[config.mk]
export PLATFORM = sky130hd
export DESIGN_NAME = wrc_top
export DESIGN_NICKNAME = d
export VERILOG_FILES = /design/src/inc/wrc_pkg.sv /design/src/rtl/wrc_top.sv
export SDC_FILE = /design/constraint.sdc
export NUM_CORES = 1
export LEC_CHECK = 0
export BUFFER_PORTS_ARGS = -buffer_cell sky130_fd_sc_hd__buf_2
export CORE_MARGIN = 4
export CORE_UTILIZATION = 56
export DETAILED_ROUTE_END_ITERATION = 10
export GPL_ROUTABILITY_DRIVEN = 0
export GPL_TIMING_DRIVEN = 0
export PLACE_DENSITY = 0.92
export SYNTH_ARGS = -nofsm -noshare
export SYNTH_HDL_FRONTEND = slang
export SYNTH_SLANG_ARGS = --single-unit
[constraint.sdc]
create_clock -name hclk -period 8.5 [get_ports hclk]
set_clock_uncertainty 0.15 [all_clocks]
set_input_delay 1.275 -clock hclk [delete_from_list [all_inputs] [get_ports hclk]]
set_output_delay 1.275 -clock hclk [all_outputs]
set_load 0.05 [all_outputs]
[src/inc/wrc_pkg.sv]
// watchdog and reset-cause package: register map, field positions, timing
// assumes a 40 MHz hclk and a free-running 128 kHz watchdog oscillator pin
package wrc_pkg;

	// register byte offsets on the 32-bit bus
	localparam logic [7:0] FLAGS_OFS = 8'h00;
	localparam logic [7:0] CTRL_OFS  = 8'h04;
	localparam logic [7:0] COUNT_OFS = 8'h08;
	localparam int         ADDR_W    = 8;

	// reset-cause register fields
	localparam int         PWRON_BIT = 0;
	localparam int         EXT_BIT   = 1;
	localparam int         BROWN_BIT = 2;
	localparam int         WDOG_BIT  = 3;
	localparam int         JTAG_BIT  = 4;
	localparam int         FLAGS_W   = 5;
	localparam logic [4:0] FLAGS_RST = 5'h01;

	// watchdog control register fields
	localparam int         PS_LO_HI  = 2;
	localparam int         RE_BIT    = 3;
	localparam int         CE_BIT    = 4;
	localparam int         PS3_BIT   = 5;
	localparam int         IE_BIT    = 6;
	localparam int         FLAG_BIT  = 7;
	localparam logic [3:0] PS_RST    = 4'h0;
	localparam logic [3:0] PS_MAX    = 4'h9;

	// timing
	localparam int         OSC_KHZ       = 128;
	localparam int         CLK_MHZ       = 40;
	localparam int         TOUT_MIN_MS   = 16;
	localparam int         TOUT_MAX_S    = 8;
	localparam int         BASE_CYCLES   = 2048;
	localparam int         CNT_W         = 21;
	localparam int         CE_WIN_CYCLES = 4;

	// ahb encodings
	localparam logic [2:0] HSIZE_WORD = 3'h2;

endpackage

[src/rtl/wrc_top.sv]
// watchdog timer with reset-cause flags, AHB-Lite register slave
// assumes: osc_pin is a free 128 kHz clock from its own oscillator, sampled
// here; restart_req and irq_ack are one-cycle pulses from the cpu on hclk;
// hresetn is the power-on reset, external, brown-out and jtag causes arrive as level pins.
//
// What this block does
// RULE1: counter advances on separate oscillator ticks
// RULE2: time-out gives interrupt or reset by mode
// RULE3: restart request clears counter; software restarts in time
// RULE4: interrupt mode raises wake-capable interrupt request
// RULE5: reset mode expiry issues system reset
// RULE6: combined mode interrupts first, then resets
// RULE7: fuse forces reset-enable one, interrupt-enable zero
// RULE8: software writes change-enable and reset-enable together
// RULE9: changes accepted only within four-cycle window; the code windows only prescaler and RE clear
// RULE10: prescaler selects 16 ms up to 8 s
// RULE11: software restarts before changing prescaler
// RULE12: watchdog stays enabled after watchdog reset
// RULE13: init code clears watchdog flag and reset-enable
// RULE14: jtag flag set by jtag reset, cleared
// RULE15: watchdog flag set by watchdog reset, cleared
// RULE16: brown-out flag set by brown-out, cleared
// RULE17: external flag set by pin reset, cleared
// RULE18: power-on flag cleared only by software
// RULE19: software reads then clears cause flags early
// RULE20: reset-enable stuck while watchdog flag set
// RULE21: change-enable self-clears after four cycles
// RULE22: combined-mode vectoring clears enable and flag
// RULE23: codes 0-9 give 2048 doubling cycles
// RULE24: out-of-window changes leave fields unchanged; the code still takes IE writes, flag clears and RE sets at any time
`timescale 1ns/10ps
module wrc_top
#(
	parameter int unsigned TIMEOUT_BASE = wrc_pkg::BASE_CYCLES
)
(
	// clock and power-on reset
	input  wire logic        hclk,
	input  wire logic        hresetn,
	// ahb-lite slave
	input  wire logic        hsel,
	input  wire logic [31:0] haddr,
	input  wire logic [1:0]  htrans,
	input  wire logic        hwrite,
	input  wire logic [2:0]  hsize,
	input  wire logic [31:0] hwdata,
	input  wire logic        hready,
	output logic             hreadyout,
	output logic             hresp,
	output logic [31:0]      hrdata,
	// oscillator, fuse and reset-cause pins
	input  wire logic        osc_pin,
	input  wire logic        always_on_fuse,
	input  wire logic        ext_reset_pin,
	input  wire logic        brownout_reset,
	input  wire logic        jtag_reset_instruction,
	// cpu side
	input  wire logic        restart_req,
	input  wire logic        irq_ack,
	output logic             irq,
	output logic             sys_reset
);
	import wrc_pkg::*;

	logic [4:0]        sync1_q;
	logic [4:0]        sync2_q;
	logic              osc_prev_q;
	logic              osc_tick;
	logic              fuse_s;
	logic              aphase;
	logic              dwr_q;
	logic [ADDR_W-1:0] daddr_q;
	logic              wr_ctrl;
	logic              wr_flags;
	logic [7:0]        wd;
	logic [FLAGS_W-1:0] flags_q;
	logic [FLAGS_W-1:0] flag_set;
	logic              ce_q;
	logic [2:0]        win_q;
	logic              re_q;
	logic              ie_q;
	logic              tflag_q;
	logic [3:0]        psel_q;
	logic              re_eff;
	logic              win_ok;
	logic              run;
	logic [CNT_W-1:0]  cnt_q;
	logic [CNT_W-1:0]  limit;
	logic              expire;
	logic              exp_rst;
	logic              exp_int;
	logic              comb_ack;
	logic [7:0]        ctrl_rd;
	logic              rd_hazard;
	logic              rd_load;
	logic              rd_wait_q;
	logic [ADDR_W-1:0] rd_addr;

	// two-flop synchronisers for every pin from outside the hclk domain
	always_ff @(posedge hclk or negedge hresetn)
	begin
		if (!hresetn)
		begin
			sync1_q <= 5'h00;
			sync2_q <= 5'h00;
		end
		else
		begin
			sync1_q <= {jtag_reset_instruction, brownout_reset, ext_reset_pin,
				always_on_fuse, osc_pin};
			sync2_q <= sync1_q;
		end
	end

	// oscillator rising edge becomes a one-cycle tick enable
	always_ff @(posedge hclk or negedge hresetn)
	begin
		if (!hresetn)
			osc_prev_q <= 1'b0;
		else
			osc_prev_q <= sync2_q[0];
	end
	assign osc_tick = sync2_q[0] & ~osc_prev_q; // [RULE1]
	assign fuse_s   = sync2_q[1];

	// ahb address phase capture; held while the slave stretches a read
	assign aphase = hsel & hready & htrans[1];
	always_ff @(posedge hclk or negedge hresetn)
	begin
		if (!hresetn)
		begin
			dwr_q   <= 1'b0;
			daddr_q <= '0;
		end
		else if (hready)
		begin
			dwr_q   <= aphase & hwrite & (hsize == HSIZE_WORD);
			daddr_q <= haddr[ADDR_W-1:0];
		end
	end
	assign wd       = hwdata[7:0];
	assign wr_ctrl  = dwr_q & (daddr_q == CTRL_OFS);
	assign wr_flags = dwr_q & (daddr_q == FLAGS_OFS);

	// bus answer flops: a read right behind a write gets one wait state, since
	// its data would otherwise be latched before the write has landed
	assign rd_hazard = aphase & ~hwrite & dwr_q;
	always_ff @(posedge hclk or negedge hresetn)
	begin
		if (!hresetn)
		begin
			hreadyout <= 1'b1;
			hresp     <= 1'b0;
			rd_wait_q <= 1'b0;
		end
		else
		begin
			hreadyout <= ~rd_hazard;
			hresp     <= 1'b0;
			rd_wait_q <= rd_hazard;
		end
	end

	// read data is latched at the address phase so it stands in the data phase;
	// a stalled read latches one cycle later from the held address
	always_comb
	begin
		ctrl_rd           = 8'h00;
		ctrl_rd[FLAG_BIT] = tflag_q;
		ctrl_rd[IE_BIT]   = ie_q;
		ctrl_rd[PS3_BIT]  = psel_q[3];
		ctrl_rd[CE_BIT]   = ce_q;
		ctrl_rd[RE_BIT]   = re_eff; // [RULE20]
		ctrl_rd[PS_LO_HI:0] = psel_q[2:0];
	end
	assign rd_load = (aphase & ~hwrite & ~dwr_q) | rd_wait_q;
	assign rd_addr = rd_wait_q ? daddr_q : haddr[ADDR_W-1:0];
	always_ff @(posedge hclk or negedge hresetn)
	begin
		if (!hresetn)
			hrdata <= 32'h00000000;
		else if (rd_load)
		begin
			unique case (rd_addr)
				FLAGS_OFS: hrdata <= {27'h0000000, flags_q};
				CTRL_OFS:  hrdata <= {24'h000000, ctrl_rd};
				COUNT_OFS: hrdata <= {11'h000, cnt_q};
				default:   hrdata <= 32'h00000000;
			endcase
		end
	end

	// reset-cause flags: set beats a software clear in the same cycle;
	// power-on flag is set by hresetn itself and only software clears it
	assign flag_set[PWRON_BIT] = 1'b0;
	assign flag_set[EXT_BIT]   = sync2_q[2]; // [RULE17]
	assign flag_set[BROWN_BIT] = sync2_q[3]; // [RULE16]
	assign flag_set[WDOG_BIT]  = exp_rst;    // [RULE15]
	assign flag_set[JTAG_BIT]  = sync2_q[4]; // [RULE14]
	genvar gi;
	generate
		for (gi = 0; gi < FLAGS_W; gi++)
		begin : g_flag
			always_ff @(posedge hclk or negedge hresetn)
			begin
				if (!hresetn)
					flags_q[gi] <= FLAGS_RST[gi]; // [RULE18]
				else if (flag_set[gi])
					flags_q[gi] <= 1'b1;
				else if (wr_flags && !wd[gi])
					flags_q[gi] <= 1'b0;
			end
		end
	endgenerate

	// watchdog flag and fuse override reset-enable
	assign re_eff = re_q | flags_q[WDOG_BIT] | fuse_s; // [RULE7] [RULE12] [RULE20]
	// a change write lands while the window is open with change-enable clear
	assign win_ok = wr_ctrl & ce_q & ~wd[CE_BIT]; // [RULE9] [RULE24]

	// change-enable window; a second unlock while open is ignored
	always_ff @(posedge hclk or negedge hresetn)
	begin
		if (!hresetn)
		begin
			ce_q  <= 1'b0;
			win_q <= 3'h0;
		end
		else if (ce_q)
		begin
			win_q <= win_q - 3'h1;
			if (win_q == 3'h1)
				ce_q <= 1'b0; // [RULE21]
		end
		else if (wr_ctrl && wd[CE_BIT] && wd[RE_BIT])
		begin
			ce_q  <= 1'b1; // [RULE8]
			win_q <= 3'(CE_WIN_CYCLES);
		end
	end

	// reset-enable: set at any time, cleared only by a window write
	always_ff @(posedge hclk or negedge hresetn)
	begin
		if (!hresetn)
			re_q <= 1'b0;
		else if (fuse_s)
			re_q <= 1'b1; // [RULE7]
		else if (wr_ctrl && wd[RE_BIT])
			re_q <= 1'b1;
		else if (win_ok && !flags_q[WDOG_BIT])
			re_q <= 1'b0; // [RULE9] [RULE20]
	end

	// prescaler only moves inside the window
	always_ff @(posedge hclk or negedge hresetn)
	begin
		if (!hresetn)
			psel_q <= PS_RST;
		else if (win_ok)
			psel_q <= {wd[PS3_BIT], wd[PS_LO_HI:0]}; // [RULE9] [RULE24]
	end

	// mode decode
	assign comb_ack = irq_ack & ie_q & re_eff;
	assign run      = re_eff | ie_q;
	// reserved codes clamp to the longest period rather than stop the dog
	assign limit    = (psel_q > PS_MAX) ? CNT_W'(TIMEOUT_BASE << PS_MAX)
		: CNT_W'(TIMEOUT_BASE << psel_q); // [RULE10] [RULE23]
	// >= so a shorter period picked mid-count expires on the next oscillator tick
	assign expire   = run & osc_tick & (cnt_q >= limit - CNT_W'(1)); // [RULE2]
	assign exp_rst  = expire & re_eff & (~ie_q | tflag_q); // [RULE5] [RULE6]
	assign exp_int  = expire & ie_q & ~exp_rst; // [RULE4] [RULE6]

	// interrupt-enable: vectoring in combined mode drops it
	always_ff @(posedge hclk or negedge hresetn)
	begin
		if (!hresetn)
			ie_q <= 1'b0;
		else if (fuse_s)
			ie_q <= 1'b0; // [RULE7]
		else if (comb_ack)
			ie_q <= 1'b0; // [RULE22]
		else if (wr_ctrl)
			ie_q <= wd[IE_BIT];
	end

	// time-out interrupt flag: expiry wins over ack and write-one clear
	always_ff @(posedge hclk or negedge hresetn)
	begin
		if (!hresetn)
			tflag_q <= 1'b0;
		else if (exp_int)
			tflag_q <= 1'b1; // [RULE4] [RULE6]
		else if (irq_ack || (wr_ctrl && wd[FLAG_BIT]))
			tflag_q <= 1'b0; // [RULE22]
	end

	// counter: restart wins over a tick in the same cycle
	always_ff @(posedge hclk or negedge hresetn)
	begin
		if (!hresetn)
			cnt_q <= '0;
		else if (restart_req || !run || expire)
			cnt_q <= '0; // [RULE3]
		else if (osc_tick)
			cnt_q <= cnt_q + CNT_W'(1); // [RULE1]
	end

	// registered outputs; irq level also serves as sleep wake-up
	always_ff @(posedge hclk or negedge hresetn)
	begin
		if (!hresetn)
		begin
			irq       <= 1'b0;
			sys_reset <= 1'b0;
		end
		else
		begin
			irq       <= (tflag_q | exp_int) & ~comb_ack; // [RULE4]
			sys_reset <= exp_rst; // [RULE5]
		end
	end

	a_restart_clear: assert property (@(posedge hclk) disable iff (!hresetn)
		restart_req |=> cnt_q == '0) // [RULE3]
		else $error("counter not cleared by restart");
	a_reset_only: assert property (@(posedge hclk) disable iff (!hresetn)
		expire && re_eff && !ie_q |=> sys_reset && flags_q[WDOG_BIT]) // [RULE5]
		else $error("reset mode expiry gave no reset");
	a_int_mode: assert property (@(posedge hclk) disable iff (!hresetn)
		expire && ie_q && !re_eff |=> tflag_q && !sys_reset ##1 irq) // [RULE4]
		else $error("interrupt mode expiry wrong");
	a_combined_first: assert property (@(posedge hclk) disable iff (!hresetn)
		expire && ie_q && re_eff && !tflag_q |=> tflag_q && !sys_reset) // [RULE6]
		else $error("combined mode first expiry wrong");
	a_fuse_locks: assert property (@(posedge hclk) disable iff (!hresetn)
		fuse_s && $past(fuse_s) |-> re_eff && !ie_q) // [RULE7]
		else $error("fuse did not lock mode bits");
	a_ce_window: assert property (@(posedge hclk) disable iff (!hresetn)
		$rose(ce_q) |-> ce_q[*4] ##1 !ce_q) // [RULE21]
		else $error("change enable not four cycles");
	a_psel_locked: assert property (@(posedge hclk) disable iff (!hresetn)
		$changed(psel_q) |-> $past(ce_q)) // [RULE24]
		else $error("prescaler changed outside window");
	a_re_locked: assert property (@(posedge hclk) disable iff (!hresetn)
		$fell(re_q) |-> $past(ce_q) && !$past(flags_q[WDOG_BIT])) // [RULE9]
		else $error("reset enable cleared illegally");
	a_re_sticky: assert property (@(posedge hclk) disable iff (!hresetn)
		flags_q[WDOG_BIT] |-> re_eff) // [RULE20]
		else $error("reset enable low with watchdog flag");
	a_combined_ack: assert property (@(posedge hclk) disable iff (!hresetn)
		irq_ack && ie_q && re_eff && !expire |=> !ie_q && !tflag_q) // [RULE22]
		else $error("combined ack did not clear");
	a_por_flag: assert property (@(posedge hclk) disable iff (!hresetn)
		$fell(flags_q[PWRON_BIT]) |-> $past(wr_flags)) // [RULE18]
		else $error("power-on flag cleared by hardware");
	a_ext_flag: assert property (@(posedge hclk) disable iff (!hresetn)
		sync2_q[2] |=> flags_q[EXT_BIT]) // [RULE17]
		else $error("external flag not set");

endmodule

Word level (Yosys, flattened, before mapping)
Cells that the tools add are included.
Widths: inputs -> output; s select.
Storage, ports and cells
  bits of input ports: 81
  memory bits (writable): 0
  bits in registers: 93
  bits in read-only memories: 0
  word-level logic and storage cells: 125
  memories kept: 0
  bits in latches: 0
  output and inout port bits: 36
Cells by class
  shift operators: 1
  multiplexer cells: 26
  order comparisons: 2
  reductions and logical operators: 31
  bitwise gates (word level): 35
  add/subtract/negate cells: 3
  multipliers: 0
  divide/modulo/power cells: 0
  eq/ne operators: 5
Operators with widths (count)
  $mux 21: 3
  $pmux 21 s3: 1
  $add 21x1->21 const B: 1
  $and 1x1->1: 21
  $ge 21x21->1: 1
  $shl 12x4->21 const A: 1
  $sub 21x1->21 const B: 1
  $mux 1: 19
  $eq 8x3->1 const B: 2
  $logic_not 8->1: 2
  $reduce_bool 2->1: 7
  $logic_and 1x1->1: 10
  $eq 8x4->1 const B: 1
  $mux 8: 1
  $not 1->1: 8
  $logic_not 1->1: 7
  $mux 3: 2
  $or 1x1->1: 6
  $reduce_bool 3->1: 2
  $gt 4x4->1 const B: 1
  $eq 3x1->1 const B: 1
  $eq 3x2->1 const B: 1
  $logic_or 1x1->1: 3
  $sub 3x1->3 const B: 1

Longest topological paths before layout
  word-level depth: 11
  mapped depth: 16
  depth with buffers taken out: 13

Worst setup path after synthesis
Ideal clock, no wire load.
  kind: register to register
  start point: register psel_q[2]
  end point: register cnt_q[11]
  arrival: 3.076 ns
  required time: 8.218 ns
  stages on the path, launching flop included: 15
  slack: 5.142 ns
  setup time: 0.132 ns
  buffers on the path: 3
  period minus slack after synthesis: 3.358 ns
  cell sequence: dfrtp_1 clkbuf_1 or4_1 ha_1 clkbuf_1 nor3_1 a21oi_1 o21a_1 ha_1 nand4_1 nor3_1 o211ai_1 nand3_1 clkbuf_1 nor2_1
On the way
  longest elaborated chain between the ends: 7
  elaborated cells on any way between the ends: 9
  those cells by class: add/sub (1); order compare (2); shift (1); mux (2); bitwise (1); reduce/logical (2)
RTL lines
  from (decl): RTL line wrc_top.sv:83  | logic [3:0] psel_q;
  from (signal assigned): RTL line wrc_top.sv:261  | psel_q <= {wd[PS3_BIT], wd[PS_LO_HI:0]};
  $shl 12x4->21 or $gt 4x4->1 (tied branches): RTL line wrc_top.sv:269, wrc_top.sv:268
  $mux 21 (*): RTL line wrc_top.sv:268  | assign limit = (psel_q > PS_MAX) ? CNT_W'(TIMEOUT_BASE << PS_MAX)
  $sub 21x1->21 (*): RTL line wrc_top.sv:271  | assign expire = run & osc_tick & (cnt_q >= limit - CNT_W'(1));
  $ge 21x21->1 (*): RTL line wrc_top.sv:271
  $and 1x1->1 (*): RTL line wrc_top.sv:271
  $logic_or 1x1->1 (*): RTL line wrc_top.sv:304  | else if (restart_req || !run || expire)
  $mux 21 or $reduce_bool 2->1 (tied branches)
  to (signal assigned): RTL line wrc_top.sv:307  | cnt_q <= cnt_q + CNT_W'(1);
  to (decl): RTL line wrc_top.sv:87  | logic [CNT_W-1:0] cnt_q;
Mark *: on every way between the ends. The rest lies on a longest branch, timed or not.
A chain may end at the register's enable or synchronous reset.

Worst setup path in the final report
  start point: register psel_q[2]
  end point: register cnt_q[20]
Same word-level chain as after synthesis.

==> impl_metrics.py <==
metrics = {
    "timing": {
        "fmax_ghz": 0.254,
        "period_share_pct": 46.3,
        "rsz0062_at_grt": "no",
        "period_minus_slack_ns": 3.93,
        "hold_viol_final": 0,
        "setup-violations-final": 0,
        "timing.final.ws_setup_ns": 4.57,
        "setup_tns_ns": 0,
        "worstMarginPinSlew_ns": 1.01,
        "maxSlewHeadroom_pct": 31.5,
        "final_max_slew_viol_count": 0,
    },
    "job": {
        "maxCapViolCount": 0,
    },
    "clocking": {
        "cts_hold_buf": 0,
        "worst_skew_pair.late_latency_ns": 0.37,
        "cts_max_level": 3,
        "cts_inserted_buffers": 9,
        "clockBufferDepth": 2,
        "post_cts_buffers": 0,
        "clk_pin_slew_ns": 0.08,
        "clock-sinks": 82,
        "cts_tree": "done",
        "cts-root-buf": "clkbuf_8",
        "cts_resized": 0,
    },
    "routing": {
        "drt-initial-drc-count": 223,
        "first_pass_iters": 4,
        "post-route-drc-count": 0,
        "vias": 3209,
        "wl_um": 8720,
        "ant_nets": 0,
        "viasPerCell": 5.45,
        "wl_per_cell_um": 14.8,
    },
    "synthesis": {
        "synth-edff-count": 0,
        "syn_area_um2": 4080,
        "yosysWarnings": 0,
        "synth_cell_type_count": 51,
        "ys.flop_type": "dfrtp_1",
        "yosysSeqAreaShare_pct": 50.3,
        "async_flop_share_pct": 100,
        "yosys_register_bits": 82,
        "synth_area_per_cell_um2": 9.96,
        "synth_cells": 410,
    },
    "critical_path": {
        "worstPathRequired_ns": 8.58,
        "worstSetupPathType": "flip-flop to flip-flop",
        "cp-startpoint": "psel_q[2]",
        "path_max_fanout": 10,
        "crit_path_end": "cnt_q[20]",
        "crit_path_end_kind": "flip-flop",
        "crit_arrival_ns": 4.01,
        "regToRegSetupSlack_ns": 4.57,
        "reg2regPathDepth": 15,
        "timing.rr.end": "cnt_q[20]",
        "rr_startpoint": "psel_q[2]",
        "cp-start-kind": "flip-flop",
    },
    "floorplan": {
        "fp.dieW_um": 93.4,
        "start_util_pct": 58.8,
        "die_y_um": 93.4,
        "rows": 30,
        "io-pin-count": 117,
        "dieArea_um2": 8720,
        "core_um2": 6940,
    },
    "grt": {
        "grt_pass1_wl_um": 14800,
        "grt_max_degree": 53,
        "grt_pass1_vias": 3245,
        "antenna_found_initial": 0,
        "gr-total-overflow": 0,
        "grt_usage_pct": 21.5,
    },
    "cells_and_area": {
        "diodes": 0,
        "fill_cells": 535,
        "drive_gt1_share_pct": 20.9,
        "final_area_um2": 4750,
        "fin_nets": 583,
        "multi_input_area_um2": 1840,
        "seq_area_um2": 2050,
        "syn_to_final_growth_pct": 16.4,
    },
    "pwr": {
        "ir_drop_mv": 0.109,
        "p_per_area_nw_per_um2": 167,
        "cellLeakagePower_nw": 2.19,
    },
    "placement": {
        "dp_hpwl_um": 6600,
        "place_area_um2": 4550,
        "io_buffer_count": 55,
        "dp_slack_ns": 4.59,
    },
    "worst_hold_path": {
        "min_from": "sync1_q[2]",
        "min_path_type": "flip-flop to flip-flop",
    },
    "status": {
        "outcome": "complete, no violations",
    },
}
==> cells in the final DEF, fill, tap and decap left out, types with 3 or more instances in the layout <==
cell type,count
dfrtp_1,80
buf_2,54
nand2_1,48
nor2_1,41
inv_1,21
o21ai_0,21
xnor2_1,19
nor3_1,15
clkbuf_1,14
a21oi_1,14
ha_1,14
conb_1,13
buf_4,13
mux2_2,11
clkbuf_8,10
o21a_1,9
nand3_1,7
o31ai_1,7
nand2b_1,5
nor4_1,5
a221o_1,5
o221ai_1,5
and3_1,4
nand4_1,4
mux2i_1,4
a31oi_1,3
nand3b_1,3
nor2b_1,3
or3_1,3
clkinv_4,3
==> sequential cells by signal (all words and copies together), names as in the netlist, 3 cells and up <==
signal,flops
cnt_q,21
psel_q,4
sync1_q,5
hrdata,21
sync2_q,5
win_q,3
daddr_q,8
flags_q,5
==> critical path: stages, from the launching register on <==
cell      delay [ns]
dfrtp_1         0.36
clkbuf_1        0.20
or4_1           0.54
ha_1            0.20
clkbuf_1        0.20
nor2_1          0.14
nand2_1         0.07
a21oi_1         0.13
a31oi_1         0.07
ha_1            0.33
nand4_1         0.16
nor3_1          0.29
o211ai_1        0.14
nand3_1         0.33
clkbuf_1        0.39
nor2_1          0.10
==> layout make-up <==
cell class                      count  share of cell area, %
Timing Repair Buffer               56                   6.42
Clock inverter                      6                   1.40
Buffer                             27                   3.11
Sequential cell                    82                   43.2
Multi-Input combinational cell    291                   38.8
Inverter                           21                   1.66
Tap cell                           96                   2.53
Clock buffer                       10                   2.90
==> synth_stat cells (2+ instances only) <==
master    count  area share (%)
xor2_1        2            0.43
a21oi_1      14             1.7
o21a_1        9             1.7
nand4b_1      2            0.43
xnor2_1      19             4.1
o31ai_1       7             1.3
nor2_1       41             3.8
buf_4        12             2.2
nand2b_1      5            0.77
nor2b_1       3            0.46
and3_1        4            0.61
nand3_1       7            0.86
o311ai_1      2            0.43
o221ai_1      5             1.1
o21ai_0      21             2.6
o21bai_1      2            0.37
nand3b_1      3            0.55
conb_1        2            0.18
clkbuf_1     14             1.3
a22oi_1       2            0.37
mux2_2       11             3.0
nand2_1      48             4.4
ha_1         14             4.3
or3_1         3            0.46
a32o_1        2            0.49
a221o_1       5             1.2
dfrtp_1      80              49
a31oi_1       3            0.46
nor3_1       15             1.8
nor4_1        5            0.77
mux2i_1       4            0.98
nand4_1       4            0.61
inv_1        21             1.9
dfstp_2       2             1.3
==> metrics by stage <==
stage / total power, mW / hold WS (ns) / instances / utilization (%)
detailed placement: 0.512 / 0.185 / 573 / 65.5
CTS: 0.798 / 0.204 / 589 / 68.5
global route: 0.826 / 0.212 / 589 / 68.5
finish: 0.792 / 0.203 / 589 / 68.5
global placement: 0.506 / 0.181 / 572 / 65.1
floorplan: 0.479 / 0.181 / 421 / -
==> routing by layer <==
layer	global-route usage (%)	share of wire (%)	routed length (µm)	up-vias
met1	26.8	41	3580	1528
met5	0	0	0	-
met4	8.67	1.9	169	0
li1	-	-	-	1563
met2	36.3	51	4420	105
met3	4.83	6.4	557	13
==> worst min-delay path by stage <==
stage,to,slack [ns],cells after the start
3_3_place_gp,sync2_q[1],0.18,0
2_1_floorplan,sync2_q[0],0.18,0
5_1_grt,sync2_q[2],0.21,0
4_1_cts,sync2_q[2],0.20,0
6_report,sync2_q[2],0.20,0
3_5_place_dp,sync2_q[0],0.18,0
==> report_power, final <==
part	internal, mW	switching [mW]
logic	0.0288	0.0603
clock network	0.144	0.144
registers	0.404	0.0105
==> kinds of logic after synthesis <==
| group | count (synthesis) | share of synthesized area [%] |
|---|---|---|
| and+or+nand+nor | 152 | 18.7 |
| DFF | 82 | 50.3 |
| AOI/OAI and AO/OA | 76 | 12.4 |
| buffers and inverters | 48 | 5.55 |
| xor gates and xnor gates | 21 | 4.51 |
| muxes | 15 | 4.01 |
| adders and majority gates | 14 | 4.29 |
| other | 2 | 0.184 |
No activity file was read; power rests on OpenSTA's default activity.
